## config.mk

```make
export PLATFORM = sky130hd
export DESIGN_NAME = ibsm_mapper_flat
export DESIGN_NICKNAME = d
export VERILOG_FILES = /design/src/core/ibsm_pkg.sv /design/src/core/ibsm_link_if.sv /design/src/core/ibsm_mapper.sv /design/src/flat_wrapper.sv
export SDC_FILE = /design/constraint.sdc
export NUM_CORES = 2
export LEC_CHECK = 0
export ABC_AREA = 1
export BUFFER_PORTS_ARGS = -buffer_cell sky130_fd_sc_hd__buf_2
export CAP_MARGIN = 25
export CORE_MARGIN = 3
export CORE_UTILIZATION = 45
export CTS_BUF_LIST = sky130_fd_sc_hd__clkbuf_16
export CTS_CLUSTER_DIAMETER = 50
export CTS_CLUSTER_SIZE = 40
export DETAILED_ROUTE_END_ITERATION = 6
export MAX_ROUTING_LAYER = met4
export SYNTH_ARGS = -nofsm -noshare
export SYNTH_HDL_FRONTEND = slang
export SYNTH_SLANG_ARGS = --single-unit
```

## constraint.sdc

```tcl
create_clock -name mclk -period 6.5 [get_ports mclk]
set_clock_uncertainty 0.1 [all_clocks]
set_input_delay 0.975 -clock mclk [delete_from_list [all_inputs] [get_ports mclk]]
set_output_delay 0.975 -clock mclk [all_outputs]
set_load 0.1 [all_outputs]
```

## src/core/ibsm_pkg.sv

```systemverilog
package ibsm_pkg;

  // ************************************************************
  // Block geometry
  // ************************************************************
  localparam int MAX_ACC = 6;
  localparam int OCT_W = 8;
  localparam int SIG_W = 2;
  localparam int BRR_W = MAX_ACC * 2 * OCT_W;
  localparam int SIGS_W = MAX_ACC * SIG_W;
  localparam int BLK_W = BRR_W + SIGS_W + 1;
  localparam int FIFO_DEPTH = 16;
  localparam logic [2:0] EOC_MAX_ACC = 3'h4;
  localparam logic [2:0] FSC_MAX_ACC = 3'h6;
  localparam logic [2:0] Z_MAX = 3'h7;
  localparam logic [5:0] OCT_MIN = 6'h03;
  localparam logic [5:0] OCT_MAX = 6'h24;
  localparam logic [3:0] OCT_LAST_BIT = 4'h8;
  localparam logic [3:0] FSC_Z_POS = 4'h1;
  localparam logic [5:0] SIG_OCT_SLOT = 6'h01;

  typedef struct packed {
    logic [5:0] b1;
    logic d_oct;
    logic [3:0] d_pos;
  } ibsm_map_t;

  typedef struct packed {
    logic in_z;
    logic [3:0] z;
    logic [5:0] slot;
    logic [3:0] bitn;
  } ibsm_pos_t;

  // ************************************************************
  // Slot allocation
  // ************************************************************
  // Slot of the first bearer octet and first signalling bit of access k (1-based).
  function automatic ibsm_map_t map_acc(input logic fsc, input logic [2:0] cnt,
                                        input logic [2:0] k);
    ibsm_map_t m;
    logic [5:0] k6;
    logic [5:0] lz;
    k6 = {3'h0, k};
    lz = 6'h00;
    m.d_oct = 1'b0;
    if (cnt <= 3'h3)
    begin
      m.b1 = 6'(2 * k6 - 6'h01);
      m.d_pos = 4'(2 * k6 - 6'h01 + {5'h00, fsc});
    end
    else
    begin
      if (fsc)
      begin
        lz = {3'h0, 3'(cnt - EOC_MAX_ACC)};
      end
      m.b1 = 6'(2 * k6);
      if (k6 <= lz)
      begin
        m.d_pos = 4'(2 * k6);
      end
      else
      begin
        m.d_oct = 1'b1;
        m.d_pos = 4'(2 * (k6 - lz) - 6'h01);
      end
    end
    return m;
  endfunction : map_acc

  function automatic logic cfg_valid(input logic fsc, input logic [2:0] cnt,
                                     input logic [2:0] zc, input logic [5:0] nc);
    logic [2:0] mi;
    logic [5:0] mn;
    if (cnt <= 3'h3)
    begin
      mi = 3'(2 * cnt + {2'h0, fsc});
      mn = 6'(2 * {3'h0, cnt});
    end
    else
    begin
      mi = fsc ? 3'(2 * (cnt - EOC_MAX_ACC) + 3'h1) : 3'h0;
      mn = 6'(2 * {3'h0, cnt} + 6'h01);
    end
    return (cnt != 3'h0) && (cnt <= FSC_MAX_ACC) && (fsc || cnt <= EOC_MAX_ACC) &&
           (zc <= Z_MAX) && (zc >= mi) && (nc >= OCT_MIN) && (nc <= OCT_MAX) && (nc >= mn);
  endfunction : cfg_valid

  function automatic ibsm_pos_t pos_start(input logic [2:0] zc);
    ibsm_pos_t p;
    p.in_z = (zc != 3'h0);
    p.z = 4'h1;
    p.slot = 6'h01;
    p.bitn = 4'h1;
    return p;
  endfunction : pos_start

  function automatic ibsm_pos_t pos_next(input ibsm_pos_t p, input logic [2:0] zc);
    ibsm_pos_t q;
    q = p;
    if (p.in_z)
    begin
      if (p.z == {1'b0, zc})
      begin
        q.in_z = 1'b0;
        q.slot = 6'h01;
        q.bitn = 4'h1;
      end
      else
      begin
        q.z = 4'(p.z + 4'h1);
      end
    end
    else if (p.bitn == OCT_LAST_BIT)
    begin
      q.slot = 6'(p.slot + 6'h01);
      q.bitn = 4'h1;
    end
    else
    begin
      q.bitn = 4'(p.bitn + 4'h1);
    end
    return q;
  endfunction : pos_next

  function automatic logic pos_last(input ibsm_pos_t p, input logic [5:0] nc);
    return !p.in_z && (p.slot == nc) && (p.bitn == OCT_LAST_BIT);
  endfunction : pos_last

endpackage : ibsm_pkg

```

## src/core/ibsm_link_if.sv

```systemverilog
`timescale 1ns/1ps
interface ibsm_link_if;
  logic lk_bit;
  logic lk_vld;
  logic lk_sob;

  modport mapper (output lk_bit, output lk_vld, output lk_sob);
  modport extractor (input lk_bit, input lk_vld, input lk_sob);
endinterface : ibsm_link_if

```

## src/core/ibsm_mapper.sv

```systemverilog
// Contract
// Signalling bits go one block after bearers.
// Last-block signalling moves to next frame's first.
// Without fast channel, at most four accesses.
// Eoc, 1-3 accesses: octets 2k-1,2k; Z 2k-1,2k.
// Eoc, four accesses: octets 2k,2k+1; octet1 bit pairs.
// Fast channel rides in single-bit slot 1.
// Fast channel allows up to six accesses.
// Fast, 1-3 accesses: octets 2k-1,2k; Z 2k,2k+1.
// Fast, four accesses: octets 2k,2k+1; octet1 pairs.
// Fast, five: access1 Z2,Z3; rest octet1 pairs.
// Fast, six: accesses 1,2 on Z; rest octet1.
// Message codes travel in HDLC-like eoc messages.
// Either end may originate eoc messages.
// Messages default to the embedded operations channel.
// More than four accesses requires fast channel.
// Fast channel optional for latency or congestion.
// Block is i single bits then n octets.
// Lifeline access owns the first slots.
// Octet1 bit 1 first; pair order kept.
`timescale 1ns/1ps

// ************************************************************
// Block buffer
// ************************************************************
module ibsm_fifo #(
  parameter int WIDTH = 8,
  parameter int DEPTH = 16
) (
  input wire logic mclk, // Clock.
  input wire logic rst, // Synchronous reset.
  input wire logic wr_vld, // Write request.
  output logic wr_rdy, // Space available.
  input wire logic [WIDTH-1:0] wr_data, // Write word.
  output logic rd_vld, // Word available.
  input wire logic rd_rdy, // Read accept.
  output logic [WIDTH-1:0] rd_data // Head word.
);
  localparam int AW = (DEPTH > 1) ? $clog2(DEPTH) : 1;
  localparam int CW = $clog2(DEPTH + 1);

  logic [WIDTH-1:0] mem [DEPTH];
  logic [AW-1:0] wp_ff;
  logic [AW-1:0] rp_ff;
  logic [CW-1:0] cnt_ff;
  logic [CW-1:0] nxt_cnt;
  logic do_wr;
  logic do_rd;

  assign do_wr = wr_vld && wr_rdy;
  assign do_rd = rd_vld && rd_rdy;
  assign rd_data = mem[rp_ff];

  always_comb
  begin
    nxt_cnt = cnt_ff;
    if (do_wr && !do_rd)
    begin
      nxt_cnt = CW'(cnt_ff + 1'b1);
    end
    else if (do_rd && !do_wr)
    begin
      nxt_cnt = CW'(cnt_ff - 1'b1);
    end
  end

  always_ff @(posedge mclk)
  begin
    if (do_wr)
    begin
      mem[wp_ff] <= wr_data;
    end
  end

  always_ff @(posedge mclk)
  begin
    if (rst)
    begin
      wp_ff <= '0;
      rp_ff <= '0;
      cnt_ff <= '0;
      wr_rdy <= 1'b0;
      rd_vld <= 1'b0;
    end
    else
    begin
      if (do_wr)
      begin
        wp_ff <= (wp_ff == AW'(DEPTH - 1)) ? '0 : AW'(wp_ff + 1'b1);
      end
      if (do_rd)
      begin
        rp_ff <= (rp_ff == AW'(DEPTH - 1)) ? '0 : AW'(rp_ff + 1'b1);
      end
      cnt_ff <= nxt_cnt;
      wr_rdy <= (nxt_cnt != CW'(DEPTH));
      rd_vld <= (nxt_cnt != '0);
    end
  end
endmodule : ibsm_fifo

// ************************************************************
// Mapper end
// ************************************************************
module ibsm_mapper (
  input wire logic mclk, // Clock, 125 MHz.
  input wire logic rst, // Synchronous reset, active high.
  input wire logic cfg_fsc, // Fast signalling channel enabled.
  input wire logic [2:0] cfg_acc_cnt, // Number of accesses, 1..6.
  input wire logic [2:0] cfg_z_cnt, // Single-bit slots per block.
  input wire logic [5:0] cfg_oct_cnt, // Octet slots per block.
  input wire logic in_vld, // Block of access data offered.
  output logic in_rdy, // Buffer can take a block.
  input wire logic [ibsm_pkg::BRR_W-1:0] in_bearer, // Two octets per access.
  input wire logic [ibsm_pkg::SIGS_W-1:0] in_sig, // Two signalling bits per access.
  input wire logic in_fast, // Fast signalling channel bit.
  output logic cfg_err, // Configuration not allowed.
  ibsm_link_if.mapper lnk // Payload bit stream.
);
  typedef enum logic {IBSM_IDLE, IBSM_SEND} ibsm_st_t;

  logic fifo_vld;
  logic fifo_pop;
  logic [ibsm_pkg::BLK_W-1:0] fifo_word;
  logic cfg_ok;
  logic last;
  logic nxt_bit;
  ibsm_st_t st_ff;
  ibsm_pkg::ibsm_pos_t pos_ff;
  logic [ibsm_pkg::BRR_W-1:0] brr_ff;
  logic [ibsm_pkg::SIGS_W-1:0] sig_hold_ff;
  logic [ibsm_pkg::SIGS_W-1:0] sig_send_ff;
  logic fast_ff;
  logic sob_ff;

  ibsm_fifo #(
    .WIDTH(ibsm_pkg::BLK_W),
    .DEPTH(ibsm_pkg::FIFO_DEPTH)
  ) u_fifo (
    .mclk(mclk),
    .rst(rst),
    .wr_vld(in_vld),
    .wr_rdy(in_rdy),
    .wr_data({in_bearer, in_sig, in_fast}),
    .rd_vld(fifo_vld),
    .rd_rdy(fifo_pop),
    .rd_data(fifo_word)
  );

  assign cfg_ok = ibsm_pkg::cfg_valid(cfg_fsc, cfg_acc_cnt, cfg_z_cnt, cfg_oct_cnt);
  assign last = ibsm_pkg::pos_last(pos_ff, cfg_oct_cnt);
  // Blocks follow back to back, so a frame edge needs no special case.
  assign fifo_pop = fifo_vld && cfg_ok && (st_ff == IBSM_IDLE || last);

  // ************************************************************
  // Slot multiplexer
  // ************************************************************
  always_comb
  begin
    ibsm_pkg::ibsm_map_t m;
    m = '0;
    nxt_bit = 1'b0;
    if (pos_ff.in_z)
    begin
      if (cfg_fsc && pos_ff.z == ibsm_pkg::FSC_Z_POS)
      begin
        nxt_bit = fast_ff;
      end
    end
    for (int k = 0; k < ibsm_pkg::MAX_ACC; k++)
    begin
      m = ibsm_pkg::map_acc(cfg_fsc, cfg_acc_cnt, 3'(k + 1));
      if (3'(k) < cfg_acc_cnt)
      begin
        if (pos_ff.in_z)
        begin
          if (!m.d_oct && pos_ff.z == m.d_pos)
          begin
            nxt_bit = sig_send_ff[2 * k + 1];
          end
          if (!m.d_oct && pos_ff.z == 4'(m.d_pos + 4'h1))
          begin
            nxt_bit = sig_send_ff[2 * k];
          end
        end
        else
        begin
          if (pos_ff.slot == m.b1)
          begin
            nxt_bit = brr_ff[16 * k + 32'(pos_ff.bitn) - 1];
          end
          if (pos_ff.slot == 6'(m.b1 + 6'h01))
          begin
            nxt_bit = brr_ff[16 * k + 8 + 32'(pos_ff.bitn) - 1];
          end
          if (m.d_oct && pos_ff.slot == ibsm_pkg::SIG_OCT_SLOT)
          begin
            if (pos_ff.bitn == m.d_pos)
            begin
              nxt_bit = sig_send_ff[2 * k + 1];
            end
            if (pos_ff.bitn == 4'(m.d_pos + 4'h1))
            begin
              nxt_bit = sig_send_ff[2 * k];
            end
          end
        end
      end
    end
  end

  // ************************************************************
  // Block sequencing
  // ************************************************************
  always_ff @(posedge mclk)
  begin
    if (rst)
    begin
      st_ff <= IBSM_IDLE;
      pos_ff <= '0;
      sob_ff <= 1'b0;
    end
    else if (fifo_pop)
    begin
      st_ff <= IBSM_SEND;
      pos_ff <= ibsm_pkg::pos_start(cfg_z_cnt);
      sob_ff <= 1'b1;
    end
    else if (st_ff == IBSM_SEND)
    begin
      sob_ff <= 1'b0;
      if (last)
      begin
        st_ff <= IBSM_IDLE;
      end
      else
      begin
        pos_ff <= ibsm_pkg::pos_next(pos_ff, cfg_z_cnt);
      end
    end
  end

  // The signalling of a block is parked and sent with the following block.
  always_ff @(posedge mclk)
  begin
    if (rst)
    begin
      brr_ff <= '0;
      sig_hold_ff <= '0;
      sig_send_ff <= '0;
      fast_ff <= 1'b0;
    end
    else if (fifo_pop)
    begin
      brr_ff <= fifo_word[ibsm_pkg::BLK_W-1 -: ibsm_pkg::BRR_W];
      sig_send_ff <= sig_hold_ff;
      sig_hold_ff <= fifo_word[ibsm_pkg::SIGS_W:1];
      fast_ff <= fifo_word[0];
    end
  end

  always_ff @(posedge mclk)
  begin
    if (rst)
    begin
      lnk.lk_bit <= 1'b0;
      lnk.lk_vld <= 1'b0;
      lnk.lk_sob <= 1'b0;
      cfg_err <= 1'b0;
    end
    else
    begin
      lnk.lk_bit <= (st_ff == IBSM_SEND) ? nxt_bit : 1'b0;
      lnk.lk_vld <= (st_ff == IBSM_SEND);
      lnk.lk_sob <= sob_ff;
      cfg_err <= !cfg_ok;
    end
  end
endmodule : ibsm_mapper

```

## src/flat_wrapper.sv

```systemverilog
// flat-port wrapper written by rule: the top's interface ports become plain ports
module ibsm_mapper_flat 
  (mclk, rst, cfg_fsc, cfg_acc_cnt, cfg_z_cnt, cfg_oct_cnt, in_vld, in_rdy, in_bearer, in_sig, in_fast, cfg_err, lnk_lk_bit, lnk_lk_vld, lnk_lk_sob);
  ibsm_link_if lnk_i ();
  input wire logic mclk;
  input wire logic rst;
  input wire logic cfg_fsc;
  input wire logic [2:0] cfg_acc_cnt;
  input wire logic [2:0] cfg_z_cnt;
  input wire logic [5:0] cfg_oct_cnt;
  input wire logic in_vld;
  output logic in_rdy;
  input wire logic [ibsm_pkg::BRR_W-1:0] in_bearer;
  input wire logic [ibsm_pkg::SIGS_W-1:0] in_sig;
  input wire logic in_fast;
  output logic cfg_err;
  output wire logic [$bits(lnk_i.lk_bit)-1:0] lnk_lk_bit;
  output wire logic [$bits(lnk_i.lk_vld)-1:0] lnk_lk_vld;
  output wire logic [$bits(lnk_i.lk_sob)-1:0] lnk_lk_sob;
  assign lnk_lk_bit = lnk_i.lk_bit;
  assign lnk_lk_vld = lnk_i.lk_vld;
  assign lnk_lk_sob = lnk_i.lk_sob;
  ibsm_mapper u_core (.mclk(mclk), .rst(rst), .cfg_fsc(cfg_fsc), .cfg_acc_cnt(cfg_acc_cnt), .cfg_z_cnt(cfg_z_cnt), .cfg_oct_cnt(cfg_oct_cnt), .in_vld(in_vld), .in_rdy(in_rdy), .in_bearer(in_bearer), .in_sig(in_sig), .in_fast(in_fast), .cfg_err(cfg_err), .lnk(lnk_i));
endmodule
```

==> metrics.txt <==
post-synth top area share about 70%; pins over their slew limit 0; vias per cell between 5 and 6; commonest register cell after synthesis edfxtp_1; sequential cell area 55500 um^2; setup tns final 0 ns; clock power share between 30% and 40%; hold wc startpoint u_core.sob_ff; via count about 50000; Peak VDD IR 0.272 mV; setup violators final 0; Core Area around 170000 um^2; Worst Setup Start Kind register; GRT overflow 0; family with the most delay on the worst path simple AND/OR/NAND/NOR gates; drt total wl between 200 and 250 mm; ratio of cells with drive above 1 in the final layout 10.7%; Crit path top cell by count nand2_1; Layout area overhead 11.6%; vias in the first global route roughly 47000; CP max stage delay ~0.85 ns; drt drc 0; post-synthesis cell type count 57; first-pass iteration count of the detailed router 5; Slew HR approximately 28%; worst slack, placed just over 1 ns; gr usage total between 20% and 30%; fin crit share 81.1%; synthesized flop and latch total ~1900; clk buf depth 3; largest net degree at the start of global routing 193; die footprint approximately 170000 um^2; nets 6152; Final WS setup about 1.2 ns; register area share after synthesis between 70% and 80%; EDFF count, synth 1744; post-route insts no fill between 8000 and 9000; Hold Crit Class register to register; Max Freq 190 MHz; sequential power share 52.3%; max_cap viols 0; area occupied by multi-input gates between 15000 and 20000 um^2; Slowest-stage cell, CP ha_2; Synth Cell Area about 76000 um^2; Mean Syn Cell Area ~13 um^2; ANT nets after route 0; WHS approximately 0.34 ns; Worst-path clk slew around 0.070 ns; hold_buf cts 0; CTS root buf clkbuf_16; post_cts resized 0; Net Sw Frac about a quarter; count of final hold-check violations 0; drt first-iter violations between 4000 and 5000; Setup CP Type register to register; postcts setup bufs 0; die height between 400 and 500 um; DP Wirelength roughly 110 mm; Crit path arrival time between 5 and 6 ns; Die W around 420 um; Final Wtd Congestion slightly below 1; crit path from u_core.pos_ff[1]; Crit path buffers/inverters 3; Crit path required time 7.10 ns; RSZ-0062 raised after global routing no; io pins 130; async set or reset register ratio after synthesis 0%; Tmin final between 5 and 6 ns; most common cell after layout, fill and taps aside edfxtp_1; worst reg2reg startpoint u_core.pos_ff[1]; syn_nets about 6200; yosys warns 0; TritonCTS buffer count between 150 and 200; H-tree depth 4; CTS tree built; antenna violations before repair 49; PortBufs 129; clk_lat worst skew 0.84 ns; Initial Utilization 45.4%; Setup crit end kind register; first-pass GRT wire length 316 mm; Pint 19.3 mW; status completed; area leader, netlist edfxtp_1; Avg WL per Cell 25.8 um; Combinational Power Share 7.8%; Placed Cells between 8000 and 9000; post-synthesis cell count 6036; Critical Path Fanout Max 43; most frequent cells in the layout edfxtp_1 (1744), o21ai_0 (1069), nor2_1 (967), nand2_1 (453), o22ai_1 (316); clock tree sinks about 1900; synth top area cells edfxtp_1 (69%), o21ai_0 (7.0%), nor2_1 (4.9%); Sw Pwr approximately 6.7 mW; Slew @ Worst Pin roughly 1.1 ns; filler cell count in the final layout between 10000 and 15000; PwrDens approximately 310 nW/um^2; num rows 150; Pleak ~27 nW
==> cell usage after synthesis (4+ instances only) <==
library cell and number:
inv_1 176, a41oi_1 39, buf_1 9, nand2_2 10, nand2_1 454, nand2_4 6, a2111oi_0 4, buf_2 14
o21ai_1 8, o221ai_1 130, nand4_1 14, a21oi_1 55, inv_2 13, edfxtp_1 1744, nor3_1 18, nor4_1 8
xor2_1 43, dfxtp_1 157, nor2_2 6, o211ai_1 99, nand3_1 92, o22ai_1 316, o21ai_0 1069, a31o_2 70
or2_2 4, clkinv_1 4, buf_4 4, nor2_4 5, xnor2_1 17, a31oi_1 7, clkbuf_1 384, nor2_1 985
ha_1 31
==> per-layer routing <==
metal  vias up  wire (um)  track usage [%]
li1      22363          -                -
met1     24662      90700             33.4
met2      1794     104000             40.1
met3       360      14700             3.83
met4         0       6070             7.66
met5         -          0                -
==> power groups by stage <==
stage	clock [mW]	sequential [mW]	combinational [mW]
global route	11.0	13.6	2.26
detailed placement	0	13.9	2.02
floorplan	0	13.8	1.32
finish	10.3	13.6	2.03
CTS	10.5	13.6	2.02
global placement	0	13.9	1.99
==> kinds of logic (layout without fill, tap and decap cells) <==
group	Yosys count	count (layout)	synth area share [%]
other	0	27	0
and+or+nand+nor	1609	1609	8.47
AOI/OAI and AO/OA	1819	1819	14.1
DFF	1901	1901	73.0
buffers and inverters	611	708	3.10
muxes	3	3	0.0395
xor gates and xnor gates	62	62	0.734
adders and majority gates	31	31	0.510
==> worst min-delay path, cell delays in order (launching register included) <==
cell	delay (ns)
dfxtp_1	0.30
inv_1	0.04
nor2_1	0.05
==> sequential cells by signal, indices dropped and copies added, names as in the netlist <==
register              cells
u_core.u_fifo.wp_ff       4
u_core.u_fifo.mem      1744
u_core.u_fifo.cnt_ff      5
u_core.st_ff              1
u_core.sob_ff             1
u_core.fast_ff            1
u_core.pos_ff            15
u_core.u_fifo.rd_vld      1
u_core.lnk.lk_sob         1
u_core.brr_ff            96
u_core.u_fifo.rp_ff       4
u_core.sig_hold_ff       12
u_core.lnk.lk_vld         1
u_core.lnk.lk_bit         1
u_core.u_fifo.wr_rdy      1
u_core.cfg_err            1
u_core.sig_send_ff       12
==> final timing paths <==
path              slack [ns]  depth (start not counted)                end
setup / recovery        1.23                         48  u_core.lnk.lk_bit
hold / removal          0.34                          2  u_core.lnk.lk_sob
setup reg to reg        1.23                         48  u_core.lnk.lk_bit
hold reg to reg         0.34                          2  u_core.lnk.lk_sob
==> metrics by stage <==
stage / util (%) / area, um^2 / total power, mW
global route: 50.6 / 84900 / 26.9
finish: 50.6 / 84900 / 26.0
detailed placement: 47.1 / 79000 / 15.9
floorplan: - / 76000 / 15.2
global placement: 47.1 / 79000 / 15.9
CTS: 50.6 / 84800 / 26.1
==> layout make-up <==
cell class | instances | area share [%]
diodes | 27 | 0.0796
clock buffers | 160 | 4.72
clock inverters | 138 | 2.08
inverters | 196 | 0.917
multi-input cells | 3524 | 21.6
flip-flops and latches | 1901 | 65.4
well taps | 2204 | 3.25
repair buffers | 214 | 1.94
Power figures use the tool's default switching activity.
